**config.mk**
```make
export PLATFORM = sky130hd
export DESIGN_NAME = hmc_regs
export DESIGN_NICKNAME = d
export VERILOG_FILES = /design/src/design/hmc_pkg.sv /design/src/design/hmc_tach.sv /design/src/design/hmc_regs.sv
export SDC_FILE = /design/constraint.sdc
export NUM_CORES = 1
export LEC_CHECK = 0
export BUFFER_PORTS_ARGS = -buffer_cell sky130_fd_sc_hd__buf_2
export CAP_MARGIN = 20
export CORE_MARGIN = 2
export CORE_UTILIZATION = 64
export CTS_CLUSTER_DIAMETER = 30
export DETAILED_ROUTE_END_ITERATION = 7
export GPL_TIMING_DRIVEN = 0
export PLACE_DENSITY_LB_ADDON = 0.08
export SLEW_MARGIN = 20
export SYNTH_ARGS = -nofsm -noshare
export SYNTH_HDL_FRONTEND = slang
export SYNTH_SLANG_ARGS = --single-unit
```
**constraint.sdc**
```tcl
create_clock -name ref_clk -period 5 [get_ports ref_clk]
set_clock_uncertainty 0.2 [all_clocks]
set_input_delay 0.75 -clock ref_clk [delete_from_list [all_inputs] [get_ports ref_clk]]
set_output_delay 0.75 -clock ref_clk [all_outputs]
set_load 0.01 [all_outputs]
```
**src/design/hmc_pkg.sv**
```systemverilog
`default_nettype none
package hmc_pkg;
   // ---------------------------------------------------------------
   // register map
   // ---------------------------------------------------------------
   localparam logic [7:0] ADDR_FAN_MODE  = 8'h05;
   localparam logic [7:0] ADDR_OT_CFG    = 8'h06;
   localparam logic [7:0] ADDR_PACING    = 8'h07;
   localparam logic [7:0] RST_FAN_MODE   = 8'h14;
   localparam logic [7:0] RST_OT_CFG     = 8'h01;
   localparam logic [7:0] RST_PACING     = 8'h00;
   // ---------------------------------------------------------------
   // field positions
   // ---------------------------------------------------------------
   localparam int BIT_A_LEVEL   = 0;
   localparam int BIT_B_LEVEL   = 1;
   localparam int POS_A_DIV     = 2;
   localparam int POS_B_DIV     = 4;
   localparam int BIT_OT_EN     = 6;
   localparam int BIT_RST_EN    = 7;
   localparam int BIT_OT_STAT   = 0;
   localparam int BIT_OT_POL    = 1;
   localparam int BIT_OT_ONCE   = 2;
   localparam int BIT_HIRES     = 3;
   localparam int POS_TEMP_NIB  = 4;
   localparam int BIT_RATE_SEL  = 0;
   // ---------------------------------------------------------------
   // timing
   // ---------------------------------------------------------------
   localparam longint CLK_HZ        = 25000000;
   localparam longint ROUND_US      = 728000;
   localparam longint VOLT_US       = 3000;
   localparam longint TEMP_LO_US    = 3600;
   localparam longint TEMP_HI_US    = 23500;
   localparam int     VOLT_CHANNELS = 7;
   localparam int     CYC_ROUND   = int'(ROUND_US * CLK_HZ / 1000000);
   localparam int     CYC_VOLT    = int'(VOLT_US * CLK_HZ / 1000000);
   localparam int     CYC_TEMP_LO = int'(TEMP_LO_US * CLK_HZ / 1000000);
   localparam int     CYC_TEMP_HI = int'(TEMP_HI_US * CLK_HZ / 1000000);
   localparam int     CNT_W       = 25;
   localparam int     TACH_W      = 16;

   typedef enum logic [2:0] {
      HMC_IDLE  = 3'b000,
      HMC_VOLT  = 3'b001,
      HMC_TEMP  = 3'b010,
      HMC_FAN_A = 3'b011,
      HMC_FAN_B = 3'b100,
      HMC_WAIT  = 3'b101
   } hmc_seq_t;
endpackage
`default_nettype wire

```
**src/design/hmc_tach.sv**
```systemverilog
`default_nettype none
module hmc_tach
   import hmc_pkg::*;
(
   input  wire logic                ref_clk,
   input  wire logic                reset_n,
   input  wire logic                start,
   input  wire logic                tach_in,
   input  wire logic [1:0]          div_sel,
   output logic                     done,
   output logic [hmc_pkg::TACH_W-1:0] count
);
   // ---------------------------------------------------------------
   // measures two rising tach edges, counting prescaled clocks
   // ---------------------------------------------------------------
   logic [1:0]        edges, next_edges;
   logic              busy, next_busy, prev_in, next_prev_in;
   logic              next_done;
   logic [7:0]        pre, next_pre;
   logic [TACH_W-1:0] next_count;
   logic              tick;

   // prescaler period is 1, 2, 4 or 8 clocks
   always_comb begin
      tick         = (pre == ((8'h01 << div_sel) - 8'h01));
      next_pre     = tick ? 8'h00 : pre + 8'h01;
      next_prev_in = tach_in;
      next_busy    = busy;
      next_edges   = edges;
      next_count   = count;
      next_done    = 1'b0;
      if (start && !busy) begin
         next_busy  = 1'b1;
         next_edges = 2'b00;
         next_count = '0;
      end else if (busy) begin
         if (tick && count != '1)
            next_count = count + 1'b1;
         if (tach_in && !prev_in) begin
            next_edges = edges + 2'b01;
            if (edges == 2'b01) begin
               next_busy = 1'b0;
               next_done = 1'b1;
            end
         end
         if (count == '1) begin // stalled fan ends measurement
            next_busy = 1'b0;
            next_done = 1'b1;
         end
      end
   end

   // state registers
   always_ff @(posedge ref_clk) begin
      if (!reset_n) begin
         busy    <= 1'b0;
         edges   <= 2'b00;
         count   <= '0;
         done    <= 1'b0;
         pre     <= 8'h00;
         prev_in <= 1'b0;
      end else begin
         busy    <= next_busy;
         edges   <= next_edges;
         count   <= next_count;
         done    <= next_done;
         pre     <= next_pre;
         prev_in <= next_prev_in;
      end
   end
endmodule
`default_nettype wire

```
**src/design/hmc_regs.sv**
```systemverilog
`default_nettype none
module hmc_regs
   import hmc_pkg::*;
(
   input  wire logic                    ref_clk,
   input  wire logic                    reset_n,
   input  wire logic [7:0]              reg_addr,
   input  wire logic                    reg_wr,
   input  wire logic [7:0]              reg_wdata,
   input  wire logic                    reg_rd,
   output logic [7:0]                   reg_rdata,
   input  wire logic                    fan_input_a,
   input  wire logic                    fan_input_b,
   input  wire logic                    temp_high,
   input  wire logic                    temp_clear,
   input  wire logic [3:0]              temp_low_bits,
   input  wire logic                    reset_request,
   input  wire logic                    shared_pin_in,
   output logic                         shared_pin_out,
   output logic                         shared_pin_oe,
   output logic                         fan_a_alarm,
   output logic                         fan_b_alarm,
   output logic [hmc_pkg::TACH_W-1:0]   fan_a_count,
   output logic [hmc_pkg::TACH_W-1:0]   fan_b_count,
   output logic                         round_done,
   output logic                         temp_hires
);
   import hmc_pkg::*;

   // ---------------------------------------------------------------
   // storage and synchronisers
   // ---------------------------------------------------------------
   logic [7:0]        fan_mode, next_fan_mode;
   logic [3:0]        ot_cfg, next_ot_cfg;     // bits 3:0 less status
   logic [3:0]        temp_nib, next_temp_nib;
   logic              rate_sel, next_rate_sel;
   logic [1:0]        sa, sb, sp;
   logic              ot_active, next_ot_active;
   logic              ot_fired, next_ot_fired;
   logic [7:0]        next_rdata;
   logic              next_pin_out, next_pin_oe;
   logic              next_fa, next_fb;
   hmc_seq_t          seq, next_seq;
   logic [CNT_W-1:0]  tmr, next_tmr;
   logic [CNT_W-1:0]  round_tmr, next_round_tmr;
   logic [2:0]        chan, next_chan;
   logic              next_round_done;
   logic              start_a, start_b, done_a, done_b;

   // two-flop synchronisers for pins
   always_ff @(posedge ref_clk) begin
      if (!reset_n) begin
         sa <= 2'b00;
         sb <= 2'b00;
         sp <= 2'b00;
      end else begin
         sa <= {sa[0], fan_input_a};
         sb <= {sb[0], fan_input_b};
         sp <= {sp[0], shared_pin_in};
      end
   end

   // level alarm with selectable active level
   function automatic logic lvl_alarm(input logic pin, input logic low);
      lvl_alarm = low ? !pin : pin;
   endfunction

   // timer load value for a span of so many clocks
   function automatic logic [CNT_W-1:0] tmr_load(input int cycles);
      tmr_load = CNT_W'(cycles - 1);
   endfunction

   // ---------------------------------------------------------------
   // register writes and reads
   // ---------------------------------------------------------------
   always_comb begin
      next_fan_mode = fan_mode;
      next_ot_cfg   = ot_cfg;
      next_rate_sel = rate_sel;
      next_temp_nib = temp_nib;
      if (temp_clear || temp_high)
         next_temp_nib = temp_low_bits;
      if (reg_wr) begin
         case (reg_addr)
            ADDR_FAN_MODE: next_fan_mode = reg_wdata;
            ADDR_OT_CFG: begin
               next_ot_cfg   = {reg_wdata[BIT_HIRES:BIT_OT_POL], 1'b0};
               next_temp_nib = reg_wdata[7:POS_TEMP_NIB];
            end
            ADDR_PACING: next_rate_sel = reg_wdata[BIT_RATE_SEL];
            default: ;
         endcase
      end
      // read data is registered and holds between read strobes
      next_rdata = 8'h00;
      if (reg_rd) begin
         case (reg_addr)
            ADDR_FAN_MODE: next_rdata = fan_mode;
            ADDR_OT_CFG: begin
               next_rdata = {temp_nib, ot_cfg[3:1], sp[1]};
               if (!ot_cfg[BIT_HIRES])
                  next_rdata[6:4] = 3'b000;
            end
            ADDR_PACING: next_rdata = {7'h00, rate_sel};
            default: next_rdata = 8'h00;
         endcase
      end else begin
         next_rdata = reg_rdata;
      end
   end

   // ---------------------------------------------------------------
   // shared pin routing and overtemp behaviour
   // ---------------------------------------------------------------
   always_comb begin
      next_ot_fired  = ot_fired;
      next_ot_active = ot_active;
      if (ot_cfg[BIT_OT_ONCE]) begin
         // one-time: assert once per excursion, read clears
         if (temp_high && !ot_fired) begin
            next_ot_active = 1'b1;
            next_ot_fired  = 1'b1;
         end else if (reg_rd && reg_addr == ADDR_OT_CFG) begin
            next_ot_active = 1'b0;
         end
         if (temp_clear)
            next_ot_fired = 1'b0;
      end else begin
         // comparator: assert on high, release on hysteresis
         if (temp_high)
            next_ot_active = 1'b1;
         else if (temp_clear)
            next_ot_active = 1'b0;
         next_ot_fired = 1'b0;
      end

      // shared pin follows fan register bits 7:6
      next_pin_out = 1'b0;
      next_pin_oe  = 1'b0;
      if (fan_mode[BIT_RST_EN]) begin
         next_pin_oe = reset_request;
      end else if (fan_mode[BIT_OT_EN]) begin
         // open-drain: drive low when asserted with low polarity, or deasserted with high polarity
         next_pin_oe = ot_active ^ ot_cfg[BIT_OT_POL];
      end
   end

   // fan level alarms
   always_comb begin
      next_fa = fan_mode[BIT_A_LEVEL] &&
                lvl_alarm(sa[1], fan_mode[POS_A_DIV]);
      next_fb = fan_mode[BIT_B_LEVEL] &&
                lvl_alarm(sb[1], fan_mode[POS_B_DIV]);
   end

   // ---------------------------------------------------------------
   // monitoring round sequencer
   // ---------------------------------------------------------------
   always_comb begin
      next_seq        = seq;
      next_tmr        = tmr;
      next_chan       = chan;
      next_round_done = 1'b0;
      start_a         = 1'b0;
      start_b         = 1'b0;
      next_round_tmr  = (round_tmr == '0) ? '0 : round_tmr - 1'b1;
      case (seq)
         HMC_IDLE: begin
            next_seq       = HMC_VOLT;
            next_chan      = 3'd0;
            next_tmr       = tmr_load(CYC_VOLT);
            next_round_tmr = tmr_load(CYC_ROUND);
         end
         HMC_VOLT: begin
            if (tmr != '0) begin
               next_tmr = tmr - 1'b1;
            end else if (chan == 3'(VOLT_CHANNELS - 1)) begin
               next_seq = HMC_TEMP;
               next_tmr = ot_cfg[BIT_HIRES] ?
                          tmr_load(CYC_TEMP_HI) :
                          tmr_load(CYC_TEMP_LO);
            end else begin
               next_chan = chan + 3'd1;
               next_tmr  = tmr_load(CYC_VOLT);
            end
         end
         HMC_TEMP: begin
            if (tmr != '0)
               next_tmr = tmr - 1'b1;
            else begin
               next_seq = HMC_FAN_A;
               start_a  = !fan_mode[BIT_A_LEVEL];
            end
         end
         HMC_FAN_A: begin
            if (fan_mode[BIT_A_LEVEL] || done_a) begin
               next_seq = HMC_FAN_B;
               start_b  = !fan_mode[BIT_B_LEVEL];
            end
         end
         HMC_FAN_B: begin
            if (fan_mode[BIT_B_LEVEL] || done_b) begin
               next_seq        = HMC_WAIT;
               next_round_done = 1'b1;
            end
         end
         HMC_WAIT: begin
            if (rate_sel || round_tmr == '0)
               next_seq = HMC_IDLE;
         end
         default: next_seq = HMC_IDLE;
      endcase
   end

   // tachometer counters with divisor prescale
   hmc_tach u_tach_a (
      .ref_clk (ref_clk),
      .reset_n (reset_n),
      .start   (start_a),
      .tach_in (sa[1]),
      .div_sel (fan_mode[POS_A_DIV +: 2]),
      .done    (done_a),
      .count   (fan_a_count)
   );

   // fan_input_b is measured once fan_input_a has finished
   hmc_tach u_tach_b (
      .ref_clk (ref_clk),
      .reset_n (reset_n),
      .start   (start_b),
      .tach_in (sb[1]),
      .div_sel (fan_mode[POS_B_DIV +: 2]),
      .done    (done_b),
      .count   (fan_b_count)
   );

   // ---------------------------------------------------------------
   // state registers
   // ---------------------------------------------------------------
   always_ff @(posedge ref_clk) begin
      if (!reset_n) begin
         fan_mode       <= RST_FAN_MODE;
         ot_cfg         <= RST_OT_CFG[3:0];
         temp_nib       <= RST_OT_CFG[7:4];
         rate_sel       <= RST_PACING[0];
         reg_rdata      <= 8'h00;
         ot_active      <= 1'b0;
         ot_fired       <= 1'b0;
         shared_pin_out <= 1'b0;
         shared_pin_oe  <= 1'b0;
         fan_a_alarm    <= 1'b0;
         fan_b_alarm    <= 1'b0;
         seq            <= HMC_IDLE;
         tmr            <= '0;
         round_tmr      <= '0;
         chan           <= 3'd0;
         round_done     <= 1'b0;
         temp_hires     <= 1'b0;
      end else begin
         fan_mode       <= next_fan_mode;
         ot_cfg         <= next_ot_cfg;
         temp_nib       <= next_temp_nib;
         rate_sel       <= next_rate_sel;
         reg_rdata      <= next_rdata;
         ot_active      <= next_ot_active;
         ot_fired       <= next_ot_fired;
         shared_pin_out <= next_pin_out;
         shared_pin_oe  <= next_pin_oe;
         fan_a_alarm    <= next_fa;
         fan_b_alarm    <= next_fb;
         seq            <= next_seq;
         tmr            <= next_tmr;
         round_tmr      <= next_round_tmr;
         chan           <= next_chan;
         round_done     <= next_round_done;
         temp_hires     <= next_ot_cfg[BIT_HIRES];
      end
   end
endmodule
`default_nettype wire

```
==> results of run 1 <==
-- report_power, final --
part	total (mW)	internal (mW)	switching, mW
Sequential	1.27	1.23	0.0401
Combinational	0.222	0.0917	0.130
Clock	1.30	0.812	0.486
-- metal layers --
metal / up-vias / track usage, % / routed length, um
met5: - / 0 / 0
met4: 0 / 14.3 / 518
met3: 56 / 7.00 / 1160
met2: 284 / 50.7 / 9160
met1: 3289 / 37.0 / 7570
li1: 3308 / - / -
-- worst paths after layout --
kind / end / depth (start not counted)
worst max-delay path: u_tach_b.count[4] / 9
worst min-delay path: sp[1] / 1
worst max register to register: u_tach_b.count[4] / 9
worst min register to register: sp[1] / 1
-- synthesized netlist by cell type (9+ instances only) --
cell / n / area [um^2]
sky130_fd_sc_hd__dfxtp_1: 150 / 3000
sky130_fd_sc_hd__nor2_1: 75 / 282
sky130_fd_sc_hd__nand2_1: 61 / 229
sky130_fd_sc_hd__o21ai_0: 50 / 250
sky130_fd_sc_hd__a21oi_1: 45 / 225
sky130_fd_sc_hd__nand3_1: 44 / 220
sky130_fd_sc_hd__xor2_1: 29 / 254
sky130_fd_sc_hd__clkbuf_1: 28 / 105
sky130_fd_sc_hd__nor3_1: 28 / 140
sky130_fd_sc_hd__xnor2_1: 27 / 236
sky130_fd_sc_hd__inv_1: 25 / 93.8
sky130_fd_sc_hd__or3_1: 25 / 156
sky130_fd_sc_hd__and2_1: 20 / 125
sky130_fd_sc_hd__nand4_1: 16 / 100
sky130_fd_sc_hd__mux2i_1: 15 / 150
sky130_fd_sc_hd__nand2b_1: 15 / 93.8
sky130_fd_sc_hd__nor2b_1: 15 / 93.8
sky130_fd_sc_hd__nor4_1: 15 / 93.8
sky130_fd_sc_hd__and3_1: 14 / 87.6
sky130_fd_sc_hd__or4_1: 14 / 105
sky130_fd_sc_hd__ha_1: 13 / 163
sky130_fd_sc_hd__a311oi_1: 10 / 87.6
sky130_fd_sc_hd__a21boi_0: 9 / 67.6
-- state kept, by name, summed over array words and instances (netlist names), 2 cells and up --
name,cells
fan_mode,8
seq,3
u_tach_a.edges,2
chan,3
tmr,25
sb,2
sp,2
reg_rdata,8
temp_nib,4
u_tach_b.pre,8
u_tach_b.edges,2
u_tach_a.pre,8
sa,2
u_tach_a.count,16
ot_cfg,3
round_tmr,25
u_tach_b.count,16
-- critical path, delay by kind of cell, from the launching register on --
kind            cells  cell delay, ps
compound gates      2             510
xor+xnor            1             120
fa+ha+maj           1             310
buf+inv             1             270
flops               1             370
simple gates        4            1410
-- layout make-up --
| class | instances | area, um^2 | area share (%) |
|---|---|---|---|
| inverters | 25 | 93.8 | 1.11 |
| clock buffers | 25 | 515 | 6.09 |
| flip-flops and latches | 150 | 3000 | 35.5 |
| multi-input cells | 646 | 4040 | 47.7 |
| repair buffers | 73 | 365 | 4.32 |
| clock inverters | 7 | 91.3 | 1.08 |
| well taps | 143 | 179 | 2.11 |
| plain buffers | 38 | 178 | 2.10 |
-- layout by cell type, fill, tap and decap left out, types with 9 or more instances in the layout --
cell type | Yosys | layout
sky130_fd_sc_hd__dfxtp_1 | 150 | 150
sky130_fd_sc_hd__buf_2 | 4 | 77
sky130_fd_sc_hd__nor2_1 | 75 | 75
sky130_fd_sc_hd__nand2_1 | 61 | 61
sky130_fd_sc_hd__o21ai_0 | 50 | 50
sky130_fd_sc_hd__a21oi_1 | 45 | 45
sky130_fd_sc_hd__nand3_1 | 44 | 44
sky130_fd_sc_hd__clkbuf_1 | 28 | 30
sky130_fd_sc_hd__xor2_1 | 29 | 29
sky130_fd_sc_hd__nor3_1 | 28 | 28
sky130_fd_sc_hd__xnor2_1 | 27 | 27
sky130_fd_sc_hd__inv_1 | 25 | 25
sky130_fd_sc_hd__or3_1 | 25 | 25
sky130_fd_sc_hd__and2_1 | 20 | 20
sky130_fd_sc_hd__clkbuf_16 | 0 | 17
sky130_fd_sc_hd__nand4_1 | 16 | 16
sky130_fd_sc_hd__nand2b_1 | 15 | 15
sky130_fd_sc_hd__nor2b_1 | 15 | 15
sky130_fd_sc_hd__mux2i_1 | 15 | 15
sky130_fd_sc_hd__nor4_1 | 15 | 15
sky130_fd_sc_hd__and3_1 | 14 | 14
sky130_fd_sc_hd__or4_1 | 14 | 14
sky130_fd_sc_hd__ha_1 | 13 | 13
sky130_fd_sc_hd__a311oi_1 | 10 | 10
sky130_fd_sc_hd__a21boi_0 | 9 | 9
-- cell families after synthesis --
family | synth area share [%]
compound gates | 16.0
simple gates | 27.9
flops | 41.0
fa+ha+maj | 2.22
other cells | 0.0513
buf+inv | 3.71
xor+xnor | 6.70
mux | 2.36
-- through the flow --
stage                     utilization (%)  cell area (um^2)
after floorplan                         -              7320
after global placement               69.7              7860
after detailed placement             69.7              7860
after CTS                            75.1              8470
after global routing                 75.1              8470
final                                75.1              8470
==> metrics.txt, run 1 <==
# TYPE chip_impl_metric gauge
chip_impl_metric{name="final_layout_size_suffix_gt1_share",unit="%"} 13.0
chip_impl_metric{name="synth.ff_latch_count",unit=""} 150
chip_impl_metric{name="first_global_vias",unit=""} 6694
chip_impl_metric{name="worst_slack",unit="ps"} 1740
chip_impl_metric{name="worst_path_largest_cell_delay",unit="ps"} 430
chip_impl_metric{name="dpl.hpwl",unit="um"} 12800
chip_impl_metric{name="final_min_period_over_clock_period",unit="%"} 65.3
chip_impl_metric{name="synth.distinct_cells",unit=""} 71
chip_impl_metric{name="synth_area_per_cell",unit="um^2"} 8.52
chip_impl_info{name="timing.critical_path.from_type",value="register"} 1
chip_impl_metric{name="cts_setup_buffers",unit=""} 0
chip_impl_metric{name="holdBufCountCts",unit=""} 0
chip_impl_metric{name="vias",unit=""} 6937
chip_impl_metric{name="core_area",unit="um^2"} 11300
chip_impl_metric{name="numClockSinks",unit=""} 150
chip_impl_metric{name="fp-row-count",unit=""} 39
chip_impl_metric{name="post-route-min-period",unit="ps"} 3260
chip_impl_metric{name="viasPerCell",unit=""} 6.27
chip_impl_metric{name="crit_fanout",unit=""} 10
chip_impl_metric{name="placement.io_buffers",unit=""} 73
chip_impl_metric{name="max_slew_margin",unit="%"} 52.7
chip_impl_metric{name="initial_core_util",unit="%"} 64.9
chip_impl_info{name="min_from",value="sp[0]"} 1
chip_impl_info{name="grt_setup_unrepaired",value="false"} 1
chip_impl_metric{name="report.power.total",unit="mW"} 2.79
chip_impl_metric{name="max_slew.worst_pin.slew",unit="ps"} 709
chip_impl_info{name="critPathCaptureType",value="register"} 1
chip_impl_metric{name="required",unit="ps"} 5150
chip_impl_metric{name="timing.final.setup_violations",unit=""} 0
chip_impl_metric{name="worstPathArrival",unit="ps"} 3420
chip_impl_info{name="critical_path.cell_chain",value="or2_2, ha_1, xnor2_1, or4_1, a211oi_1, nand3_1, clkbuf_1, or3_1, a21oi_1"} 1
chip_impl_info{name="crit-reg2reg-launch",value="fan_mode[4]"} 1
chip_impl_metric{name="routed_wire_length_per_instance",unit="um"} 16.6
chip_impl_metric{name="maxCapViolCount",unit=""} 0
chip_impl_metric{name="cts.repair.resized",unit=""} 0
chip_impl_metric{name="post-place-ws",unit="ps"} 1730
chip_impl_info{name="ctsRootBufferMaster",value="sky130_fd_sc_hd__clkbuf_16"} 1
chip_impl_info{name="worst_setup_path_startpoint",value="fan_mode[4]"} 1
chip_impl_metric{name="worst_skew_pair.late_latency",unit="ps"} 430
chip_impl_metric{name="p_per_area",unit="nW/um^2"} 330
chip_impl_metric{name="cts_max_level",unit=""} 4
chip_impl_metric{name="grt_max_degree",unit=""} 17
chip_impl_info{name="hold_class",value="reg -> reg"} 1
chip_impl_metric{name="worst_setup_hold_path_clk_slew",unit="ps"} 60
chip_impl_metric{name="slew_violations",unit=""} 0
chip_impl_metric{name="async_flop_share",unit="%"} 0
chip_impl_metric{name="timing.setup.tns",unit="ps"} 0
chip_impl_metric{name="finalWirelength",unit="um"} 18400
chip_impl_metric{name="grt_use_total",unit="%"} 30.3
chip_impl_info{name="tritoncts",value="built"} 1
chip_impl_metric{name="syn_nets",unit=""} 902
chip_impl_metric{name="initialDrtViolationCount",unit=""} 652
chip_impl_metric{name="finalHoldViolations",unit=""} 0
chip_impl_metric{name="io_pins",unit=""} 76
chip_impl_metric{name="die_w",unit="um"} 111
chip_impl_metric{name="drt.antenna.violating_nets",unit=""} 0
chip_impl_metric{name="proportion_of_synthesized_chip_area_in_sequential_cells",unit="%"} 41.0
chip_impl_metric{name="peakVddDrop",unit="mV"} 0.299
chip_impl_metric{name="globalplace.congestion",unit=""} 0.962
chip_impl_metric{name="cts_buffer_depth",unit=""} 2
chip_impl_info{name="slowest_stage",value="sky130_fd_sc_hd__or4_1"} 1
chip_impl_metric{name="fmax",unit="MHz"} 306
chip_impl_metric{name="n_fill_cell",unit=""} 839
chip_impl_metric{name="tritoncts.num_buffers",unit=""} 17
chip_impl_metric{name="num_antenna_cells",unit=""} 0
chip_impl_metric{name="static-leakage-power",unit="nW"} 3.31
chip_impl_info{name="status",value="finished clean"} 1
chip_impl_metric{name="postSynthCellCount",unit=""} 859
chip_impl_metric{name="dp.cells",unit=""} 1075
chip_impl_metric{name="post-route-drc-count",unit=""} 0
chip_impl_metric{name="holdWs",unit="ps"} 233
chip_impl_metric{name="synth_area",unit="um^2"} 7320
chip_impl_metric{name="grt_overflow",unit=""} 0
chip_impl_metric{name="syn2layout_area_growth",unit="%"} 15.7
chip_impl_info{name="crit_path_kind",value="reg -> reg"} 1
chip_impl_info{name="synth_ff_type",value="sky130_fd_sc_hd__dfxtp_1"} 1
chip_impl_metric{name="grt_antenna_before_repair",unit=""} 0
chip_impl_metric{name="ys_warn_count",unit=""} 0
chip_impl_metric{name="finish.net_count",unit=""} 994
chip_impl_metric{name="grt_first_pass_wirelength",unit="um"} 31000
chip_impl_metric{name="number_of_synthesized_flops_with_an_enable_pin",unit=""} 0
chip_impl_metric{name="drt_pre_antenna_iters",unit=""} 5
chip_impl_metric{name="r2r_slack",unit="ps"} 1740
chip_impl_metric{name="die-area",unit="um^2"} 12300
chip_impl_metric{name="vert_die_dim",unit="um"} 111
chip_impl_metric{name="stdcell_count",unit=""} 1107
Note: power is estimated with default switching activity, not from simulation.
==> run 2, diff against run 1 <==
--- a/config.mk
+++ b/config.mk
@@ -8,7 +8,7 @@
 export BUFFER_PORTS_ARGS = -buffer_cell sky130_fd_sc_hd__buf_2
 export CAP_MARGIN = 20
 export CORE_MARGIN = 2
-export CORE_UTILIZATION = 64
+export CORE_UTILIZATION = 59
 export CTS_CLUSTER_DIAMETER = 30
 export DETAILED_ROUTE_END_ITERATION = 7
 export GPL_TIMING_DRIVEN = 0
==> constraint.sdc (replaced) <==
create_clock -name ref_clk -period 3.1 [get_ports ref_clk]
set_clock_uncertainty 0.2 [all_clocks]
set_input_delay 0.465 -clock ref_clk [delete_from_list [all_inputs] [get_ports ref_clk]]
set_output_delay 0.465 -clock ref_clk [all_outputs]
set_load 0.01 [all_outputs]
==> run 2 against run 1 <==
Against the previous run:
- non-clock buffer count increased by 2
- die area rose by 8.2%
- utilization fell by 4.3 points
- global-route usage fell by 2.0 points
- critical endpoint is now u_tach_b.count[10]
- highest routed layer unchanged
==> metrics.txt, run 2 (synthesis gave the netlist of run 1 again) <==
# TYPE chip_impl_metric gauge
chip_impl_info{name="status",value="finished clean"} 1
chip_impl_metric{name="first_global_vias",unit=""} 6468
chip_impl_metric{name="placement.io_buffers",unit=""} 73
chip_impl_info{name="layout_common_cells",value="sky130_fd_sc_hd__dfxtp_1, sky130_fd_sc_hd__buf_2, sky130_fd_sc_hd__nor2_1"} 1
chip_impl_metric{name="placed_standard_cell_area",unit="um^2"} 7890
chip_impl_metric{name="slew_violations",unit=""} 0
chip_impl_info{name="critPathCaptureType",value="register"} 1
chip_impl_info{name="tritoncts",value="built"} 1
chip_impl_metric{name="die_w",unit="um"} 115
chip_impl_metric{name="max_slew.worst_pin.slew",unit="ps"} 738
chip_impl_info{name="hold_class",value="in -> reg"} 1
chip_impl_metric{name="grt_overflow",unit=""} 0
chip_impl_metric{name="final_layout_size_suffix_gt1_share",unit="%"} 14.1
chip_impl_metric{name="routed_wire_length_per_instance",unit="um"} 16.2
chip_impl_metric{name="min_path_cells",unit=""} 2
chip_impl_metric{name="timing.reg2reg.worst_path_depth",unit=""} 9
chip_impl_info{name="leading_cell_type_in_the_layout_fill_and_taps_excluded",value="sky130_fd_sc_hd__dfxtp_1"} 1
chip_impl_metric{name="initial_core_util",unit="%"} 60.7
chip_impl_metric{name="worst_setup_hold_path_clk_slew",unit="ps"} 60
chip_impl_metric{name="crit_fanout",unit=""} 7
chip_impl_metric{name="io_pins",unit=""} 76
chip_impl_metric{name="post-place-ws",unit="ps"} -99.7
chip_impl_metric{name="n_fill_cell",unit=""} 944
chip_impl_metric{name="vert_die_dim",unit="um"} 115
chip_impl_metric{name="num_antenna_cells",unit=""} 0
chip_impl_metric{name="post-route-drc-count",unit=""} 0
chip_impl_metric{name="static-leakage-power",unit="nW"} 3.32
chip_impl_metric{name="p_per_area",unit="nW/um^2"} 522
chip_impl_metric{name="fmax",unit="MHz"} 334
chip_impl_metric{name="initialDrtViolationCount",unit=""} 631
chip_impl_info{name="timing.critical_path.from_type",value="register"} 1
chip_impl_metric{name="grt_use_total",unit="%"} 28.2
chip_impl_metric{name="dpl.hpwl",unit="um"} 13100
chip_impl_metric{name="globalplace.congestion",unit=""} 0.948
chip_impl_metric{name="finalHoldViolations",unit=""} 0
chip_impl_metric{name="drt_pre_antenna_iters",unit=""} 5
chip_impl_metric{name="numClockSinks",unit=""} 150
chip_impl_metric{name="syn2layout_area_growth",unit="%"} 16.7
chip_impl_metric{name="viasPerCell",unit=""} 6.04
chip_impl_metric{name="final_cell_utilization_of_the_core",unit="%"} 70.8
chip_impl_metric{name="die-area",unit="um^2"} 13300
chip_impl_metric{name="cts_buffer_depth",unit=""} 2
chip_impl_metric{name="grt_antenna_before_repair",unit=""} 0
chip_impl_info{name="grt_setup_unrepaired",value="true"} 1
chip_impl_info{name="crit_path_kind",value="reg -> reg"} 1
chip_impl_info{name="top_regs",value="round_tmr: 25 flops, tmr: 25 flops"} 1
chip_impl_metric{name="cts_max_level",unit=""} 4
chip_impl_metric{name="drt.antenna.violating_nets",unit=""} 0
chip_impl_info{name="ctsRootBufferMaster",value="sky130_fd_sc_hd__clkbuf_16"} 1
chip_impl_metric{name="r2r_slack",unit="ps"} 100
chip_impl_metric{name="grt_max_degree",unit=""} 17
chip_impl_metric{name="worst_slack",unit="ps"} 104
chip_impl_metric{name="worstPathArrival",unit="ps"} 3170
chip_impl_metric{name="max_slew_margin",unit="%"} 50.8
chip_impl_metric{name="vias",unit=""} 6845
chip_impl_metric{name="post-route-min-period",unit="ps"} 3000
chip_impl_metric{name="peakVddDrop",unit="mV"} 0.372
chip_impl_metric{name="grt_first_pass_wirelength",unit="um"} 30100
chip_impl_metric{name="finish.net_count",unit=""} 996
chip_impl_metric{name="core_area",unit="um^2"} 12100
chip_impl_metric{name="timing.final.setup_violations",unit=""} 0
chip_impl_metric{name="final_min_period_over_clock_period",unit="%"} 96.6
chip_impl_metric{name="area_of_all_placed_cells_without_fillers",unit="um^2"} 8540
chip_impl_metric{name="maxCapViolCount",unit=""} 0
chip_impl_metric{name="required",unit="ps"} 3270
chip_impl_metric{name="worst_skew_pair.late_latency",unit="ps"} 430
chip_impl_metric{name="fp-row-count",unit=""} 40
chip_impl_metric{name="report.power.total",unit="mW"} 4.46
chip_impl_metric{name="finalWirelength",unit="um"} 18400
chip_impl_metric{name="tritoncts.num_buffers",unit=""} 17
-- run 2: final timing paths --
path	to	start
min	sp[0]	shared_pin_in
max reg2reg	u_tach_b.count[10]	fan_mode[4]
max	u_tach_b.count[10]	fan_mode[4]
min reg2reg	sa[1]	sa[0]
-- run 2: through the flow --
step           hold slack, ps  instances  setup TNS, ps
5_1_grt                  49.6       1134          -43.3
6_report                 57.2       1134              0
2_1_floorplan             212        859              0
4_1_cts                  43.5       1132              0
3_3_place_gp              214       1100          -64.3
3_5_place_dp              225       1100           -828
-- run 2: worst max-delay path, stage by stage, from the launching register on --
cell and delay, ps:
sky130_fd_sc_hd__dfxtp_2 360, sky130_fd_sc_hd__or2_2 330, sky130_fd_sc_hd__ha_1 320, sky130_fd_sc_hd__xnor2_1 120
sky130_fd_sc_hd__or4_4 430, sky130_fd_sc_hd__a211oi_2 300, sky130_fd_sc_hd__nand3_2 180, sky130_fd_sc_hd__buf_4 180
sky130_fd_sc_hd__or4_1 450, sky130_fd_sc_hd__nand2_1 80
-- run 2: layout make-up --
type | instances | area, um^2 | area share (%)
multi-input cells | 646 | 4090 | 47.9
flip-flops and latches | 150 | 3010 | 35.2
clock buffers | 21 | 440 | 5.16
repair buffers | 75 | 380 | 4.45
well taps | 168 | 210 | 2.46
plain buffers | 38 | 189 | 2.21
clock inverters | 11 | 133 | 1.55
inverters | 25 | 93.8 | 1.10
-- run 2: per-layer routing --
metal  GRT usage [%]  wire length [um]
met1            34.2              7960
met5               0                 0
met4            12.3               423
met2            47.9              8960
met3            6.59              1040
-- run 2: repair_timing --
item	4_1_cts	5_1_grt
hold buffers	0	0
gates cloned	0	0
resized for setup	2	19
buffers inserted	0	2
pin swaps	0	4
setup endpoints to repair	13	36
-- run 2: report_power, final --
group          internal [mW]  switching, mW  total [mW]
Sequential              1.99         0.0649        2.06
Clock                   1.25          0.781        2.03
Combinational          0.151          0.217       0.368
Total                   3.40           1.06        4.46
==> run 3, diff against run 2 <==
--- a/config.mk
+++ b/config.mk
@@ -9,6 +9,7 @@
 export CAP_MARGIN = 20
 export CORE_MARGIN = 2
 export CORE_UTILIZATION = 59
+export CTS_BUF_LIST = sky130_fd_sc_hd__clkbuf_16
 export CTS_CLUSTER_DIAMETER = 30
 export DETAILED_ROUTE_END_ITERATION = 7
 export GPL_TIMING_DRIVEN = 0
==> run 3 against run 2 <==
Against the previous run:
- global-route usage did not move
- worst hold slack improved by 3.6 ps
- flip-flop and latch count did not move
- worst setup slack got worse by 2.7 ps
- first-iteration DRC count fell by 0.79%
==> metrics.txt, run 3 (synthesis gave the netlist of run 1 again) <==
# TYPE chip_impl_metric gauge
chip_impl_metric{name="max_slew.worst_pin.slew",unit="ps"} 731
chip_impl_metric{name="drt_pre_antenna_iters",unit=""} 6
chip_impl_info{name="critical_path.cell_chain",value="or2_2, ha_1, xnor2_1, or4_4, a211oi_2, nand3_2, buf_4, or4_1, nand2_1"} 1
chip_impl_info{name="layout_common_cells",value="sky130_fd_sc_hd__dfxtp_1, sky130_fd_sc_hd__buf_2, sky130_fd_sc_hd__nor2_1"} 1
chip_impl_metric{name="finish.net_count",unit=""} 996
chip_impl_metric{name="report.power.total",unit="mW"} 4.44
chip_impl_metric{name="viasPerCell",unit=""} 6.03
chip_impl_metric{name="finalHoldViolations",unit=""} 0
chip_impl_metric{name="worst_setup_hold_path_clk_slew",unit="ps"} 60
chip_impl_metric{name="dpl.hpwl",unit="um"} 13100
chip_impl_metric{name="placement.io_buffers",unit=""} 73
chip_impl_metric{name="post-route-min-period",unit="ps"} 3000
chip_impl_metric{name="vert_die_dim",unit="um"} 115
chip_impl_info{name="hold_class",value="in -> reg"} 1
chip_impl_metric{name="num_antenna_cells",unit=""} 0
chip_impl_metric{name="drt.antenna.violating_nets",unit=""} 0
chip_impl_metric{name="worstPathArrival",unit="ps"} 3170
chip_impl_metric{name="final_layout_size_suffix_gt1_share",unit="%"} 14.1
chip_impl_metric{name="initialDrtViolationCount",unit=""} 626
chip_impl_metric{name="tritoncts.num_buffers",unit=""} 17
chip_impl_metric{name="die-area",unit="um^2"} 13300
chip_impl_metric{name="globalplace.congestion",unit=""} 0.948
chip_impl_info{name="crit_path_kind",value="reg -> reg"} 1
chip_impl_metric{name="grt_overflow",unit=""} 0
chip_impl_info{name="status",value="finished clean"} 1
chip_impl_info{name="slowest_stage",value="sky130_fd_sc_hd__or4_1"} 1
chip_impl_metric{name="vias",unit=""} 6841
chip_impl_info{name="tritoncts",value="built"} 1
chip_impl_info{name="timing.critical_path.from_type",value="register"} 1
chip_impl_metric{name="worst_path_largest_cell_delay",unit="ps"} 450
chip_impl_metric{name="cts_buffer_depth",unit=""} 2
chip_impl_metric{name="final_min_period_over_clock_period",unit="%"} 96.7
chip_impl_metric{name="fmax",unit="MHz"} 333
chip_impl_metric{name="fp-row-count",unit=""} 40
chip_impl_metric{name="initial_core_util",unit="%"} 60.7
chip_impl_metric{name="timing.setup.tns",unit="ps"} 0
chip_impl_metric{name="worst_slack",unit="ps"} 101
chip_impl_metric{name="holdBufCountCts",unit=""} 0
chip_impl_metric{name="grt_first_pass_wirelength",unit="um"} 30100
chip_impl_info{name="top_regs",value="round_tmr: 25 flops, tmr: 25 flops"} 1
chip_impl_metric{name="grt_antenna_before_repair",unit=""} 0
chip_impl_metric{name="static-leakage-power",unit="nW"} 3.34
chip_impl_metric{name="numClockSinks",unit=""} 150
chip_impl_info{name="grt_setup_unrepaired",value="true"} 1
chip_impl_info{name="leading_cell_type_in_the_layout_fill_and_taps_excluded",value="sky130_fd_sc_hd__dfxtp_1"} 1
chip_impl_metric{name="grt_use_total",unit="%"} 28.2
chip_impl_metric{name="first_global_vias",unit=""} 6468
chip_impl_metric{name="n_fill_cell",unit=""} 944
chip_impl_metric{name="crit_fanout",unit=""} 7
chip_impl_metric{name="peakVddDrop",unit="mV"} 0.369
chip_impl_metric{name="post-route-drc-count",unit=""} 0
chip_impl_metric{name="grt_max_degree",unit=""} 17
chip_impl_metric{name="worst_skew_pair.late_latency",unit="ps"} 430
chip_impl_info{name="ctsRootBufferMaster",value="sky130_fd_sc_hd__clkbuf_16"} 1
chip_impl_metric{name="slew_violations",unit=""} 0
chip_impl_metric{name="maxCapViolCount",unit=""} 0
chip_impl_metric{name="io_pins",unit=""} 76
chip_impl_metric{name="timing.final.setup_violations",unit=""} 0
chip_impl_metric{name="worstPathBufferInverterCount",unit=""} 1
chip_impl_metric{name="finalWirelength",unit="um"} 18400
chip_impl_metric{name="core_area",unit="um^2"} 12100
chip_impl_metric{name="p_per_area",unit="nW/um^2"} 520
chip_impl_info{name="critPathTopFamily",value="simple AND/OR/NAND/NOR gates"} 1
chip_impl_metric{name="die_w",unit="um"} 115
chip_impl_metric{name="max_slew_margin",unit="%"} 51.2
chip_impl_metric{name="syn2layout_area_growth",unit="%"} 16.7
chip_impl_metric{name="cts_max_level",unit=""} 4
chip_impl_metric{name="required",unit="ps"} 3270
chip_impl_info{name="critPathCaptureType",value="register"} 1
chip_impl_metric{name="post-place-ws",unit="ps"} -99.7
chip_impl_metric{name="routed_wire_length_per_instance",unit="um"} 16.2
run 3: changes by cell type in the layout (fill, tap and decap cells not counted), sizes merged:
cell / change
clkbuf: -4
inv: +4
run 3: area by class of cell:
class                           instances  area, um^2  share of cell area, %
Sequential cell                       150        3010                   35.2
Clock inverter                         15         148                   1.73
Timing Repair Buffer                   75         380                   4.45
Tap cell                              168         210                   2.46
Clock buffer                           17         425                   4.98
Inverter                               25        93.8                   1.10
Buffer                                 38         189                   2.21
Multi-Input combinational cell        646        4090                   47.9
run 3: stage by stage:
stage / util [%] / hold WS, ps / area (um^2) / instances
2_1_floorplan: - / 212 / 7320 / 859
3_3_place_gp: 65.4 / 214 / 7890 / 1100
3_5_place_dp: 65.4 / 225 / 7890 / 1100
4_1_cts: 70.3 / 43.5 / 8470 / 1132
5_1_grt: 70.8 / 49.6 / 8540 / 1134
6_report: 70.8 / 60.8 / 8540 / 1134
run 3: report_power, final:
| group | switching [mW] | leakage (nW) | internal [mW] | total [mW] |
|---|---|---|---|---|
| logic | 0.216 | 1.82 | 0.151 | 0.367 |
| clock network | 0.780 | 0.301 | 1.24 | 2.02 |
| registers | 0.0648 | 1.22 | 1.99 | 2.06 |
| total | 1.06 | 3.34 | 3.38 | 4.44 |
run 3: layer usage:
layer / wire length [um] / GRT usage (%)
met1: 7890 / 34.2
met2: 9020 / 47.9
met3: 1090 / 6.59
met4: 355 / 12.3
met5: 0 / 0
run 3: final timing paths:
check,slack [ps],end,cells past startpoint,startpoint
worst max-delay path,100,u_tach_b.count[10],9,fan_mode[4]
worst min register to register,240,sa[1],1,sa[0]
worst min-delay path,60,sp[0],2,shared_pin_in
worst max register to register,100,u_tach_b.count[10],9,fan_mode[4]
run 3: what timing repair did:
action,in CTS,in global routing
hold endpoints to repair,0,0
buffers inserted,0,2
pin swaps,0,4
resized for setup,2,19
setup endpoints to repair,13,36
